<file path="config.mk">
export PLATFORM = sky130hd
export DESIGN_NAME = timer8_counter_compare_core
export DESIGN_NICKNAME = d
export VERILOG_FILES = /design/src/shared/timer8_pkg.sv /design/src/core/timer8_counter_compare_core.sv
export VERILOG_INCLUDE_DIRS = /design/src /design/src/shared
export SDC_FILE = /design/constraint.sdc
export NUM_CORES = 1
export LEC_CHECK = 0
export BUFFER_PORTS_ARGS = -buffer_cell sky130_fd_sc_hd__buf_4
export CAP_MARGIN = 15
export CORE_MARGIN = 5
export CORE_UTILIZATION = 45
export CTS_CLUSTER_DIAMETER = 60
export CTS_CLUSTER_SIZE = 8
export DETAILED_ROUTE_END_ITERATION = 16
export GPL_TIMING_DRIVEN = 0
export PLACE_DENSITY = 0.79
export SLEW_MARGIN = 20
export SYNTH_ARGS = -nofsm -noshare
export SYNTH_HDL_FRONTEND = slang
export SYNTH_SLANG_ARGS = --single-unit
</file>
<file path="constraint.sdc">
create_clock -name mclk -period 2.94 [get_ports mclk]
set_clock_uncertainty 0.2 [all_clocks]
set_input_delay 0.147 -clock mclk [delete_from_list [all_inputs] [get_ports mclk]]
set_output_delay 0.147 -clock mclk [all_outputs]
set_load 0.01 [all_outputs]
</file>
<file path="src/shared/timer8_defines.svh">
`ifndef TIMER8_DEFINES_SVH
`define TIMER8_DEFINES_SVH

// apb byte addresses of the register map
`define ADDR_CTRL_A   12'h000
`define ADDR_CTRL_B   12'h004
`define ADDR_COUNTER  12'h008
`define ADDR_CMP_A    12'h00c
`define ADDR_CMP_B    12'h010
`define ADDR_MASK     12'h014
`define ADDR_FLAG     12'h018
`define ADDR_STATUS   12'h01c

// field positions
`define CTRLA_WGM0    0
`define CTRLA_WGM1    1
`define CTRLA_COMB_LO 4
`define CTRLA_COMA_LO 6
`define CTRLB_CS_LO   0
`define CTRLB_WGM2    3
`define CTRLB_FOCB    6
`define CTRLB_FOCA    7
`define FLAG_OVF      0
`define FLAG_MA       1
`define FLAG_MB       2

// counter limits and reset values
`define CNT_BOTTOM    8'h00
`define CNT_MAX       8'hff
`define RESET_BYTE    8'h00

// clock select codes
`define CS_STOP       3'h0
`define CS_EXT_FALL   3'h6
`define CS_EXT_RISE   3'h7

// waveform mode codes
`define WGM_NORMAL    3'h0
`define WGM_PC_FF     3'h1
`define WGM_CTC       3'h2
`define WGM_FAST_FF   3'h3
`define WGM_PC_OCA    3'h5
`define WGM_FAST_OCA  3'h7

// output action codes
`define COM_NONE      2'h0
`define COM_TOGGLE    2'h1
`define COM_CLEAR     2'h2
`define COM_SET       2'h3

`endif

</file>
<file path="src/shared/timer8_pkg.sv">
package timer8_pkg;
    // one compare channel's software-visible settings
    typedef struct packed {
        logic [1:0] action;
        logic force_strobe;
    } channel_ctrl_t;

    // counter direction during dual-slope modes
    typedef enum logic {dir_up, dir_down} count_dir_t;
endpackage

</file>
<file path="src/core/timer8_counter_compare_core.sv">
// Design decisions made here: the register addresses and the APB register port.
`timescale 1ns/1ps
`include "timer8_defines.svh"

// Summary of operation
// RULE1 - counter and compare values are 8 bits
// RULE2 - flag register with per-request mask bits
// RULE3 - tick from prescaled clock or pin edge
// RULE4 - clock select zero stops counter entirely
// RULE5 - bottom at 0x00, max at 0xff
// RULE6 - top is 0xff or compare a
// RULE7 - tick clears, increments or decrements counter
// RULE8 - cpu counter write beats count or clear
// RULE9 - mode from three waveform bits, two registers
// RULE10 - overflow flag per mode, can interrupt
// RULE11 - match sets flag at next tick
// RULE12 - flag clears on service or write-one
// RULE13 - outputs from match, mode, action, extremes
// RULE14 - compare buffered only in pwm modes
// RULE15 - buffer copied at top or bottom; code copies at top only
// RULE16 - cpu reaches buffer when buffering, else direct
// RULE17 - force strobe updates output, no flag
// RULE18 - counter write blocks next tick's match
// RULE19 - output states kept across mode change
// RULE20 - action bits take effect immediately
// RULE21 - software avoids writing counter equal compare
// RULE22 - software initialises outputs before pin enable
// RULE23 - reset clears output state registers
// RULE24 - normal mode wraps, overflow at zero
// RULE25 - reset clears counter, compares, buffers, flags
module timer8_counter_compare_core
    import timer8_pkg::*;
(
    // clock and reset
    input wire logic mclk,
    input wire logic reset,
    // apb slave
    input wire logic psel,
    input wire logic penable,
    input wire logic pwrite,
    input wire logic [11:0] paddr,
    input wire logic [31:0] pwdata,
    output logic [31:0] prdata,
    output logic pready,
    output logic pslverr,
    // prescaled tick from the shared prescaler, mclk domain
    input wire logic prescale_tick,
    // external count pin, asynchronous
    input wire logic ext_count_pin,
    // interrupt service acknowledges, one-cycle pulses
    input wire logic ack_overflow,
    input wire logic ack_match_a,
    input wire logic ack_match_b,
    // interrupt requests, masked
    output logic irq_overflow,
    output logic irq_match_a,
    output logic irq_match_b,
    // compare outputs and port override enables
    output logic wave_out_a,
    output logic wave_out_b,
    output logic wave_en_a,
    output logic wave_en_b
);

    logic [7:0] timer_control_a;
    logic [7:0] timer_control_b_reg;
    logic [7:0] counter_value;
    logic [7:0] compare_value_a;
    logic [7:0] compare_value_b;
    logic [7:0] buffer_a_reg;
    logic [7:0] buffer_b_reg;
    logic [2:0] timer_mask_reg;
    logic [2:0] timer_flag_reg;
    logic wave_a_reg;
    logic wave_b_reg;
    logic block_reg;
    count_dir_t dir_reg;
    logic [2:0] pin_sync_reg;
    logic pin_level_reg;

    // decoded controls
    logic [2:0] clock_select_field;
    logic [2:0] waveform_mode_field;
    logic pwm_mode;
    logic dual_slope;
    logic fast_mode;
    logic [7:0] top_value;
    logic timer_tick;
    logic at_top;
    logic at_bottom;
    logic match_a;
    logic match_b;
    logic [7:0] counter_next;
    count_dir_t dir_next;
    channel_ctrl_t chan_a;
    channel_ctrl_t chan_b;
    logic wr_en;
    logic wr_counter;
    logic wr_flag;
    logic wr_ctrl_b;

    // registers have no wait states
    assign pready = 1'b1;
    assign wr_en = psel & penable & pwrite;
    assign wr_counter = wr_en && paddr == `ADDR_COUNTER;
    assign wr_flag = wr_en && paddr == `ADDR_FLAG;
    assign wr_ctrl_b = wr_en && paddr == `ADDR_CTRL_B;

    // mode spans two registers
    assign clock_select_field = timer_control_b_reg[`CTRLB_CS_LO +: 3];
    assign waveform_mode_field = {timer_control_b_reg[`CTRLB_WGM2],
        timer_control_a[`CTRLA_WGM1], timer_control_a[`CTRLA_WGM0]}; // RULE9
    assign fast_mode = waveform_mode_field == `WGM_FAST_FF ||
        waveform_mode_field == `WGM_FAST_OCA;
    assign dual_slope = waveform_mode_field == `WGM_PC_FF ||
        waveform_mode_field == `WGM_PC_OCA;
    assign pwm_mode = fast_mode | dual_slope; // RULE14

    // top is fixed only where the mode does not name compare a
    assign top_value = (waveform_mode_field == `WGM_CTC ||
        waveform_mode_field == `WGM_PC_OCA ||
        waveform_mode_field == `WGM_FAST_OCA) ?
        compare_value_a : `CNT_MAX; // RULE6
    assign at_top = counter_value == top_value;
    assign at_bottom = counter_value == `CNT_BOTTOM; // RULE5

    // action bits act directly, never through the buffer
    assign chan_a = '{action: timer_control_a[`CTRLA_COMA_LO +: 2],
        force_strobe: wr_ctrl_b & pwdata[`CTRLB_FOCA]}; // RULE20
    assign chan_b = '{action: timer_control_a[`CTRLA_COMB_LO +: 2],
        force_strobe: wr_ctrl_b & pwdata[`CTRLB_FOCB]};

    // pin synchroniser: first stage read only by the second
    always_ff @(posedge mclk) begin
        if (reset) begin
            pin_sync_reg <= 3'h0;
        end else begin
            pin_sync_reg <= {pin_sync_reg[1:0], ext_count_pin};
        end
    end

    // a level counts once stages two and three agree
    always_ff @(posedge mclk) begin
        if (reset) begin
            pin_level_reg <= 1'b0;
        end else if (pin_sync_reg[1] == pin_sync_reg[2]) begin
            pin_level_reg <= pin_sync_reg[2];
        end
    end

    // tick source and edge selection
    always_comb begin
        timer_tick = 1'b0;
        case (clock_select_field)
            `CS_STOP: timer_tick = 1'b0; // RULE4
            `CS_EXT_FALL: timer_tick = pin_level_reg & ~pin_sync_reg[2] &
                ~pin_sync_reg[1]; // RULE3
            `CS_EXT_RISE: timer_tick = ~pin_level_reg & pin_sync_reg[2] &
                pin_sync_reg[1]; // RULE3
            default: timer_tick = prescale_tick; // RULE3
        endcase
    end

    assign match_a = counter_value == compare_value_a;
    assign match_b = counter_value == compare_value_b;

    // next count value and direction
    always_comb begin
        counter_next = counter_value;
        dir_next = dir_reg;
        if (dual_slope) begin
            if (dir_reg == dir_up && at_top) begin
                dir_next = dir_down;
                counter_next = counter_value - 8'h01;
            end else if (dir_reg == dir_down && at_bottom) begin
                dir_next = dir_up;
                counter_next = counter_value + 8'h01;
            end else if (dir_reg == dir_up) begin
                counter_next = counter_value + 8'h01;
            end else begin
                counter_next = counter_value - 8'h01; // RULE7
            end
        end else if (at_top && waveform_mode_field != `WGM_NORMAL) begin
            counter_next = `CNT_BOTTOM; // RULE7
        end else begin
            counter_next = counter_value + 8'h01; // RULE24
        end
    end

    // counter: cpu write wins over any tick
    always_ff @(posedge mclk) begin
        if (reset) begin
            counter_value <= `RESET_BYTE; // RULE25
            dir_reg <= dir_up;
        end else if (wr_counter) begin
            counter_value <= pwdata[7:0]; // RULE8 RULE1
        end else if (timer_tick) begin
            counter_value <= counter_next; // RULE7
            dir_reg <= dir_next;
        end
    end

    // block holds until the tick after a counter write, even if stopped
    always_ff @(posedge mclk) begin
        if (reset) begin
            block_reg <= 1'b0;
        end else if (wr_counter) begin
            block_reg <= 1'b1; // RULE18
        end else if (timer_tick) begin
            block_reg <= 1'b0;
        end
    end

    // control and mask registers
    always_ff @(posedge mclk) begin
        if (reset) begin
            timer_control_a <= `RESET_BYTE;
            timer_control_b_reg <= `RESET_BYTE;
            timer_mask_reg <= 3'h0;
        end else if (wr_en) begin
            if (paddr == `ADDR_CTRL_A) begin
                timer_control_a <= pwdata[7:0];
            end
            if (wr_ctrl_b) begin
                // strobes never store
                timer_control_b_reg <= {2'h0, pwdata[5:0]};
            end
            if (paddr == `ADDR_MASK) begin
                timer_mask_reg <= pwdata[2:0]; // RULE2
            end
        end
    end

    // compare values: buffer in pwm modes, update at top
    always_ff @(posedge mclk) begin
        if (reset) begin
            compare_value_a <= `RESET_BYTE; // RULE25
            compare_value_b <= `RESET_BYTE;
            buffer_a_reg <= `RESET_BYTE;
            buffer_b_reg <= `RESET_BYTE;
        end else begin
            if (wr_en && paddr == `ADDR_CMP_A) begin
                buffer_a_reg <= pwdata[7:0]; // RULE16
            end
            if (wr_en && paddr == `ADDR_CMP_B) begin
                buffer_b_reg <= pwdata[7:0];
            end
            if (!pwm_mode) begin
                if (wr_en && paddr == `ADDR_CMP_A) begin
                    compare_value_a <= pwdata[7:0]; // RULE16
                end
                if (wr_en && paddr == `ADDR_CMP_B) begin
                    compare_value_b <= pwdata[7:0];
                end
            end else if (timer_tick && ((fast_mode && at_top) ||
                    (dual_slope && at_top && dir_reg == dir_up))) begin
                compare_value_a <= buffer_a_reg; // RULE15
                compare_value_b <= buffer_b_reg;
            end
        end
    end

    // flags: hardware set beats software clear
    logic [2:0] flag_set;
    logic [2:0] flag_clr;
    always_comb begin
        flag_set = 3'h0;
        flag_clr = {ack_match_b, ack_match_a, ack_overflow}; // RULE12
        if (wr_flag) begin
            flag_clr = flag_clr | pwdata[2:0]; // RULE12
        end
        if (timer_tick && !block_reg) begin
            flag_set[`FLAG_MA] = match_a; // RULE11
            flag_set[`FLAG_MB] = match_b;
        end
        if (timer_tick && !wr_counter) begin
            if (dual_slope) begin
                flag_set[`FLAG_OVF] = at_bottom && dir_reg == dir_down;
            end else if (fast_mode) begin
                flag_set[`FLAG_OVF] = at_top; // RULE10
            end else begin
                flag_set[`FLAG_OVF] = counter_value == `CNT_MAX; // RULE24
            end
        end
    end

    always_ff @(posedge mclk) begin
        if (reset) begin
            timer_flag_reg <= 3'h0; // RULE25
        end else begin
            timer_flag_reg <= (timer_flag_reg & ~flag_clr) | flag_set;
        end
    end

    assign irq_overflow = timer_flag_reg[`FLAG_OVF] &
        timer_mask_reg[`FLAG_OVF]; // RULE2 RULE10
    assign irq_match_a = timer_flag_reg[`FLAG_MA] & timer_mask_reg[`FLAG_MA];
    assign irq_match_b = timer_flag_reg[`FLAG_MB] & timer_mask_reg[`FLAG_MB];

    // output action for one channel
    function automatic logic wave_step(input logic cur,
            input logic [1:0] action, input logic hit, input logic bot,
            input logic pwm, input logic fast, input logic down);
        logic v;
        v = cur;
        if (!pwm) begin
            if (hit) begin
                case (action)
                    `COM_TOGGLE: v = ~cur;
                    `COM_CLEAR: v = 1'b0;
                    `COM_SET: v = 1'b1;
                    default: v = cur;
                endcase
            end
        end else if (action[1]) begin
            // action[0] selects inverted output
            if (fast && hit) begin
                v = action[0];
            end else if (fast && bot) begin
                v = ~action[0];
            end else if (!fast && hit) begin
                v = down ? ~action[0] : action[0];
            end
        end
        return v;
    endfunction

    // wave state: kept across mode changes, moved by matches, the fast pwm top and force strobes
    always_ff @(posedge mclk) begin
        if (reset) begin
            wave_a_reg <= 1'b0; // RULE23
            wave_b_reg <= 1'b0;
        end else begin
            if (chan_a.force_strobe && !pwm_mode) begin
                wave_a_reg <= wave_step(wave_a_reg, chan_a.action, 1'b1,
                    1'b0, 1'b0, 1'b0, 1'b0); // RULE17
            end else if (timer_tick) begin
                wave_a_reg <= wave_step(wave_a_reg, chan_a.action,
                    match_a & ~block_reg, at_top, pwm_mode, fast_mode,
                    dir_reg == dir_down); // RULE13 RULE19
            end
            if (chan_b.force_strobe && !pwm_mode) begin
                wave_b_reg <= wave_step(wave_b_reg, chan_b.action, 1'b1,
                    1'b0, 1'b0, 1'b0, 1'b0); // RULE17
            end else if (timer_tick) begin
                wave_b_reg <= wave_step(wave_b_reg, chan_b.action,
                    match_b & ~block_reg, at_top, pwm_mode, fast_mode,
                    dir_reg == dir_down); // RULE13
            end
        end
    end

    assign wave_out_a = wave_a_reg;
    assign wave_out_b = wave_b_reg;
    assign wave_en_a = chan_a.action != `COM_NONE; // RULE20
    assign wave_en_b = chan_b.action != `COM_NONE;

    // read mux; buffered compare read in pwm modes
    always_comb begin
        prdata = 32'h0;
        pslverr = 1'b0;
        case (paddr)
            `ADDR_CTRL_A: prdata[7:0] = timer_control_a;
            `ADDR_CTRL_B: prdata[7:0] = timer_control_b_reg;
            `ADDR_COUNTER: prdata[7:0] = counter_value;
            `ADDR_CMP_A: prdata[7:0] = pwm_mode ? buffer_a_reg :
                compare_value_a; // RULE16
            `ADDR_CMP_B: prdata[7:0] = pwm_mode ? buffer_b_reg :
                compare_value_b;
            `ADDR_MASK: prdata[2:0] = timer_mask_reg;
            `ADDR_FLAG: prdata[2:0] = timer_flag_reg;
            `ADDR_STATUS: prdata[1:0] = {wave_b_reg, wave_a_reg};
            default: pslverr = psel & penable;
        endcase
    end

    // blocking, stop, wrap, clear at top and buffering guards
    blocked_match_a: assert property (@(posedge mclk) // RULE18
        disable iff (reset) timer_tick && block_reg |=>
        !$rose(timer_flag_reg[`FLAG_MA]) && !$rose(timer_flag_reg[`FLAG_MB]))
        else $error("match flag after counter write");
    stop_hold_a: assert property (@(posedge mclk) disable iff (reset) // RULE4
        (clock_select_field == `CS_STOP && !wr_counter) |=>
        $stable(counter_value)) else $error("counter moved while stopped");
    normal_wrap_a: assert property (@(posedge mclk) // RULE24
        disable iff (reset) waveform_mode_field == `WGM_NORMAL &&
        timer_tick && !wr_counter && counter_value == `CNT_MAX |=>
        counter_value == `CNT_BOTTOM && timer_flag_reg[`FLAG_OVF])
        else $error("normal wrap wrong");
    ctc_clear_a: assert property (@(posedge mclk) disable iff (reset) // RULE6
        waveform_mode_field == `WGM_CTC && timer_tick && at_top && !wr_counter
        |=> counter_value == `CNT_BOTTOM) else $error("no clear at top");
    buffer_copy_a: assert property (@(posedge mclk) // RULE15
        disable iff (reset) fast_mode && timer_tick && at_top |=>
        compare_value_a == $past(buffer_a_reg)) else $error("no copy at top");
    pwm_hold_a: assert property (@(posedge mclk) disable iff (reset) // RULE16
        pwm_mode && !timer_tick && wr_en && paddr == `ADDR_CMP_A |=>
        $stable(compare_value_a)) else $error("direct compare write in pwm");
endmodule

</file>
==> results of run 1 <==
-- cell families (layout without fill, tap and decap cells) --
logic type	count (synthesis)	count (layout)
other	2	25
buffers and inverters	77	145
muxes	21	21
xor gates and xnor gates	13	13
and+or+nand+nor	224	224
DFF	68	68
adders and majority gates	3	3
AOI/OAI and AO/OA	179	179
-- where the power goes --
| group | internal [mW] | leakage, nW | total, mW | switching (mW) |
|---|---|---|---|---|
| combinational | 0.0609 | 1.39 | 0.147 | 0.0857 |
| clock | 0.483 | 0.110 | 0.900 | 0.417 |
| sequential | 0.922 | 0.548 | 0.923 | 0.000950 |
-- layer usage --
metal / up-vias / track usage (%) / wire, um
li1: 2239 / - / -
met2: 306 / 41.54 / 7198
met1: 2262 / 36.77 / 6318
met4: 0 / 10.60 / 480
met3: 38 / 6.400 / 1802
met5: - / 0 / 0
-- per-stage QoR --
| stage | TNS (ps) | hold WS [ps] |
|---|---|---|
| global route | -3.156 | 78.81 |
| floorplan | 0 | 75.18 |
| finish | 0 | 77.14 |
| global placement | 0 | 161.5 |
| CTS | 0 | 52.74 |
| detailed placement | 0 | 167.1 |
-- cell type report --
type,instances,area [sq um],share of cell area [%]
Multi-Input combinational cell,465,2804,52.25
Sequential cell,68,1361,25.37
Timing Repair Buffer,52,410.4,7.647
Buffer,63,349.1,6.505
Tap cell,133,166.4,3.101
Clock buffer,9,123.9,2.308
Clock inverter,7,98.84,1.842
Inverter,14,52.55,0.9792
-- how the worst min path moves through the flow --
stage,startpoint,endpoint,slack [ps],cells after the start
after detailed placement,ext_count_pin,pin_sync_reg[0]$_SDFF_PP0_,170,2
final,ack_match_b,timer_flag_reg[2]$_SDFF_PP0_,80,5
after global placement,ext_count_pin,pin_sync_reg[0]$_SDFF_PP0_,160,2
after global routing,ack_match_b,timer_flag_reg[2]$_SDFF_PP0_,80,5
after CTS,pwdata[0],buffer_b_reg[0]$_SDFFE_PP0P_,50,3
after floorplan,ext_count_pin,pin_sync_reg[0]$_SDFF_PP0_,80,1
-- what timing repair did --
action	in CTS	in global routing
resized for setup	1	3
setup endpoints to repair	1	18
hold buffers	8	0
pin swaps	0	3
buffers inserted	0	5
endpoints found under the hold margin	22	0
-- critical path: cells and delay by family, from the launching register on --
kind                   cells  cell delay, ps
flip-flops                 1             420
buffers and inverters      3             900
AND/OR/NAND/NOR            2             250
AO/OA/AOI/OAI              3             580
-- Yosys cell counts, types with 7 or more instances --
master    count  area, sq um
clkbuf_1     28        105.1
nand2_1      83        311.6
mux2i_1      19        190.2
nand4_1       7        43.79
inv_1        11        41.29
nor2b_1       7        43.79
xnor2_1      11        96.34
or3_1         7        43.79
nor2_1       47        176.4
nand3_1      16        80.08
o21ai_0      28        140.1
nand2b_1     13        81.33
buf_4        28        210.2
nor3_1       15        75.07
dfxtp_1      68         1361
a21oi_1      56        280.3
a21boi_0     12        90.09
a21o_1       18        135.1
==> impl_metrics.json, run 1 <==
{
  "worst_pin_slew_ps": 769.0,
  "dpl_worst_slack_ps": 56.07,
  "clockBufferDepth": 2,
  "netlist_area_sq_um": 4464,
  "final_cell_mix": "83 x nand2_1, 72 x buf_4, 68 x dfxtp_1, 55 x a21oi_1, 47 x nor2_1",
  "final_common_cell": "nand2_1",
  "path_cells": "clkbuf_1 > buf_2 > nand2_1 > a21boi_0 > o22ai_1 > a21oi_1 > nand3_1 > buf_4",
  "design.die.area_sq_um": 12010,
  "grt-ovfl-total": 0,
  "power_density_nw_per_um2": 367.0,
  "antenna_found_initial": 0,
  "syn_inst": 587,
  "ys_seq_elements": 68,
  "timing.critical_path.to": "prdata[2]",
  "cts_root_buf": "clkbuf_8",
  "synth_edf_count": 0,
  "fp.coreArea_sq_um": 9729,
  "dpl.cell_count": 782,
  "critPathMaxFanout": 10,
  "h-tree-depth": 3,
  "yosys.area_share.simple_pct": 24.58,
  "rr_worst_depth": 8,
  "cts_buffers": 9,
  "synthAdderAreaFrac_pct": 0.8408,
  "p_leak_nw": 2.049,
  "port_buffers": 39,
  "dp_hpwl_um": 11650,
  "drv_cap": 0,
  "initial_core_util_pct": 45.88,
  "cp.arrival_ps": 2510,
  "num_antenna_cells": 0,
  "grt_max_degree": 14,
  "clock_latency_ps": 360,
  "syn_avg_cell_area_sq_um": 7.605,
  "grt_usage_pct": 27.11,
  "critPathKind": "reg2out",
  "finalHoldViolCount": 0,
  "synth_top_family_by_area": "compound AO/OA/AOI/OAI gates",
  "clkTransAtPathRegs_ps": 90,
  "grt_pass1_wl_um": 24820,
  "ys_async_sr_fraction_pct": 0,
  "final_antenna_net_count": 0,
  "final_util_pct": 55.16,
  "die_w_um": 109.6,
  "row_count": 36,
  "crit_start": "timer_control_a[0]$_SDFFE_PP0P_",
  "wl_per_cell_um": 19.48,
  "synthMuxAreaShare_pct": 5.017,
  "cp_slowest_cell": "clkbuf_1",
  "grt_pass1_vias": 4613,
  "fill_cells": 941,
  "die_h_um": 109.6,
  "num_vias": 4845,
  "power_mw": 1.969,
  "gp_congestion": 1.006,
  "timing.rr.start": "counter_value[3]$_SDFFE_PP0P_",
  "min_period_over_period_pct": 97.33,
  "maxSlewViolCount": 0,
  "maxSlewHeadroom_pct": 48.46,
  "clock-sinks": 68,
  "irDropWorstVdd_mv": 0.4350,
  "synth_xor_area_share_pct": 2.550,
  "ys_warn_count": 0,
  "hold_path_class": "in2reg",
  "remaining_drc_errors": 0,
  "endpoint_kind": "primary output",
  "stdcell_area_sq_um": 5366,
  "finalSetupViolations": 0,
  "nNetsFinal": 730,
  "cts_tree": "yes",
  "place_area_sq_um": 5010,
  "cp.required_ps": 2590,
  "drive_gt1_share_pct": 18.29,
  "netlist-cell-type-count": 68,
  "finalNonFillerCells": 811,
  "area_growth_pct": 20.21,
  "timing.rr.end": "counter_value[4]$_SDFFE_PP0P_",
  "worstSetupStartpointType": "register",
  "seq_area_frac_synth_pct": 30.49,
  "finalWirelength_um": 15800,
  "max_freq_mhz": 349.5,
  "status": "complete, no violations",
  "finalCriticalPeriod_ps": 2861,
  "setup_ws_ps": 78.53,
  "synth_compound_area_share_pct": 27.38,
  "vias_per_cell": 5.974,
  "synthFlopType": "dfxtp_1",
  "drtIter0Drc": 522,
  "rrSetupSlack_ps": 100,
  "drt_pass1_iterations": 6,
  "max_stage_delay_ps": 430,
  "io_pins": 95
}
Power figures use the tool's default switching activity.
==> inputs of run 2 (changes only) <==
--- a/config.mk
+++ b/config.mk
@@ -8,6 +8,7 @@
 export LEC_CHECK = 0
 export BUFFER_PORTS_ARGS = -buffer_cell sky130_fd_sc_hd__buf_4
 export CAP_MARGIN = 15
+export CORE_ASPECT_RATIO = 1.2
 export CORE_MARGIN = 5
 export CORE_UTILIZATION = 45
 export CTS_CLUSTER_DIAMETER = 60
==> run 2 against run 1 <==
Non-clock buffer count is 1 lower. Sequential share of layout area down 0.20 points. Final area is 0.79% higher. Clock power rose by 17%. Sequential cell count did not move. Critical path depth increased by 2. Combinational power about the same. Critical endpoint is now wave_out_a$_SDFFE_PP0P_.
==> impl_metrics.json, run 2 (synthesis results as in run 1) <==
{
  "rr_worst_depth": 10,
  "port_buffers": 39,
  "hold_path_end": "timer_flag_reg[1]$_SDFF_PP0_",
  "finalHoldViolCount": 0,
  "finalWirelength_um": 15840,
  "endpoint_kind": "register",
  "rrSetupSlack_ps": 90,
  "worstSetupStartpointType": "register",
  "clock_latency_ps": 330,
  "die_h_um": 119.1,
  "drtIter0Drc": 470,
  "power_density_nw_per_um2": 392.6,
  "cts_tree": "yes",
  "wl_per_cell_um": 19.82,
  "max_stage_delay_ps": 350,
  "grt_pass1_vias": 4549,
  "irDropWorstVdd_mv": 0.3938,
  "min_period_over_period_pct": 97.03,
  "status": "complete, no violations",
  "vias_per_cell": 6.111,
  "remaining_drc_errors": 0,
  "critPathKind": "reg2reg",
  "initial_core_util_pct": 46.44,
  "worst_pin_slew_ps": 684.1,
  "p_sw_uw": 465.5,
  "cts_buffers": 9,
  "final_common_cell": "nand2_1",
  "cp.required_ps": 2920,
  "drive_gt1_share_pct": 17.90,
  "cp.arrival_ps": 2840,
  "final_cell_mix": "83 x nand2_1, 72 x buf_4, 68 x dfxtp_1, 55 x a21oi_1, 47 x nor2_1",
  "die_w_um": 100.9,
  "drt_pass1_iterations": 6,
  "max_freq_mhz": 350.5,
  "timing.rr.end": "wave_out_a$_SDFFE_PP0P_",
  "finalCriticalPeriod_ps": 2853,
  "antenna_found_initial": 0,
  "clkTransAtPathRegs_ps": 50,
  "nNetsFinal": 729,
  "path_cells": "buf_2 > clkinv_1 > o2111a_1 > a21bo_2 > nor3b_4 > buf_4 > buf_4 > a31o_2 > a311oi_1 > a211oi_2",
  "gp_congestion": 1.004,
  "min_path_cells": 5,
  "dpl_worst_slack_ps": 6.711,
  "cts_root_buf": "clkbuf_16",
  "p_seq_share_pct": 43.6,
  "hold_path_class": "in2reg",
  "setup_ws_ps": 87.24,
  "dp_hpwl_um": 11790,
  "clkPwrFrac_pct": 49.6,
  "grt_pass1_wl_um": 24620,
  "fin_tns_setup_ps": 0,
  "p_leak_nw": 2.079,
  "critPathMaxFanout": 10,
  "grt_max_degree": 11,
  "area_growth_pct": 21.16,
  "h-tree-depth": 3,
  "num_vias": 4883,
  "clockBufferDepth": 2,
  "fp.coreArea_sq_um": 9613,
  "clock-sinks": 68,
  "hp-start": "ack_match_a",
  "finalSetupViolations": 0,
  "cp_slowest_cell": "a311oi_1",
  "timing.rr.start": "counter_value[3]$_SDFFE_PP0P_",
  "drv_cap": 0,
  "maxSlewHeadroom_pct": 54.15,
  "fill_cells": 901,
  "grt-ovfl-total": 0,
  "final_antenna_net_count": 0,
  "rsz0062_at_grt": "no",
  "crit_top_cell": "buf_4",
  "comb_power_share_pct": 6.9,
  "maxSlewViolCount": 0,
  "p_int_mw": 1.658,
  "grt_usage_pct": 26.28,
  "row_count": 39,
  "design.die.area_sq_um": 12020,
  "p_sw_share_pct": 21.92,
  "io_pins": 95,
  "num_antenna_cells": 0
}
run 2: cell count changes in the layout (fill, tap and decap cells not counted), moves of 2 or more:
cell and change:
clkbuf_16 +9, clkbuf_8 -8, clkbuf_1 +2, inv_6 -2
run 2: routing by layer:
| layer | global-route usage, % | vias to the layer above | share of wire [%] | wire length, um |
|---|---|---|---|---|
| met2 | 42.96 | 308 | 48 | 7606 |
| met4 | 14.38 | 0 | 4.8 | 760 |
| met3 | 4.912 | 61 | 8.5 | 1350 |
| li1 | - | 2234 | - | - |
| met1 | 32.22 | 2280 | 39 | 6122 |
| met5 | 0 | - | 0 | 0 |
run 2: power by group through the flow:
stage                     Clock, mW  Sequential [mW]  Combinational [mW]
after floorplan                   0            0.944              0.0766
after global placement            0            0.944               0.133
after detailed placement          0            0.944               0.134
after CTS                      1.06            0.925               0.142
after global routing           1.11            0.924               0.155
final                          1.05            0.925               0.146
run 2: what timing repair did:
action | 4_1_cts | 5_1_grt
resized for setup | 1 | 5
hold buffers | 7 | 0
pin swaps | 1 | 2
setup buffers | 3 | 2
setup endpoints to repair | 2 | 10
endpoints found under the hold margin | 21 | 0
run 2: worst max path at each step:
stage	startpoint	to	cells past startpoint
3_3_place_gp	counter_value[1]$_SDFFE_PP0P_	compare_value_b[6]$_SDFFE_PP0P_	9
4_1_cts	counter_value[3]$_SDFFE_PP0P_	compare_value_b[0]$_SDFFE_PP0P_	10
2_1_floorplan	counter_value[1]$_SDFFE_PP0P_	counter_value[1]$_SDFFE_PP0P_	8
6_report	counter_value[3]$_SDFFE_PP0P_	wave_out_a$_SDFFE_PP0P_	10
3_5_place_dp	counter_value[1]$_SDFFE_PP0P_	compare_value_b[6]$_SDFFE_PP0P_	9
5_1_grt	counter_value[3]$_SDFFE_PP0P_	compare_value_a[3]$_SDFFE_PP0P_	10
run 2: cell type report:
cell class / count / area (sq um) / share of cell area, %
Sequential cell: 68 / 1361 / 25.17
Timing Repair Buffer: 51 / 400.4 / 7.402
Multi-Input combinational cell: 465 / 2805 / 51.86
Buffer: 63 / 350.3 / 6.477
Clock buffer: 13 / 250.2 / 4.626
Inverter: 14 / 52.55 / 0.9715
Tap cell: 123 / 153.9 / 2.845
Clock inverter: 2 / 35.03 / 0.6477
run 2: critical path, delay by kind of cell, from the launching register on:
| kind | cells | cell delay (ps) |
|---|---|---|
| buffers and inverters | 4 | 780 |
| flip-flops | 1 | 310 |
| AO/OA/AOI/OAI | 5 | 1270 |
| AND/OR/NAND/NOR | 1 | 160 |
run 2: per-stage QoR:
stage / utilization (%) / total power [mW] / hold slack (ps) / instances / cell area, sq um
after floorplan: - / 1.021 / 75.18 / 610 / 4551
after global placement: 51.98 / 1.077 / 160.9 / 772 / 4997
after detailed placement: 51.98 / 1.079 / 164.6 / 772 / 4997
after CTS: 55.93 / 2.129 / 39.62 / 797 / 5376
after global routing: 56.27 / 2.187 / 99.18 / 799 / 5409
final: 56.27 / 2.123 / 58.52 / 799 / 5409
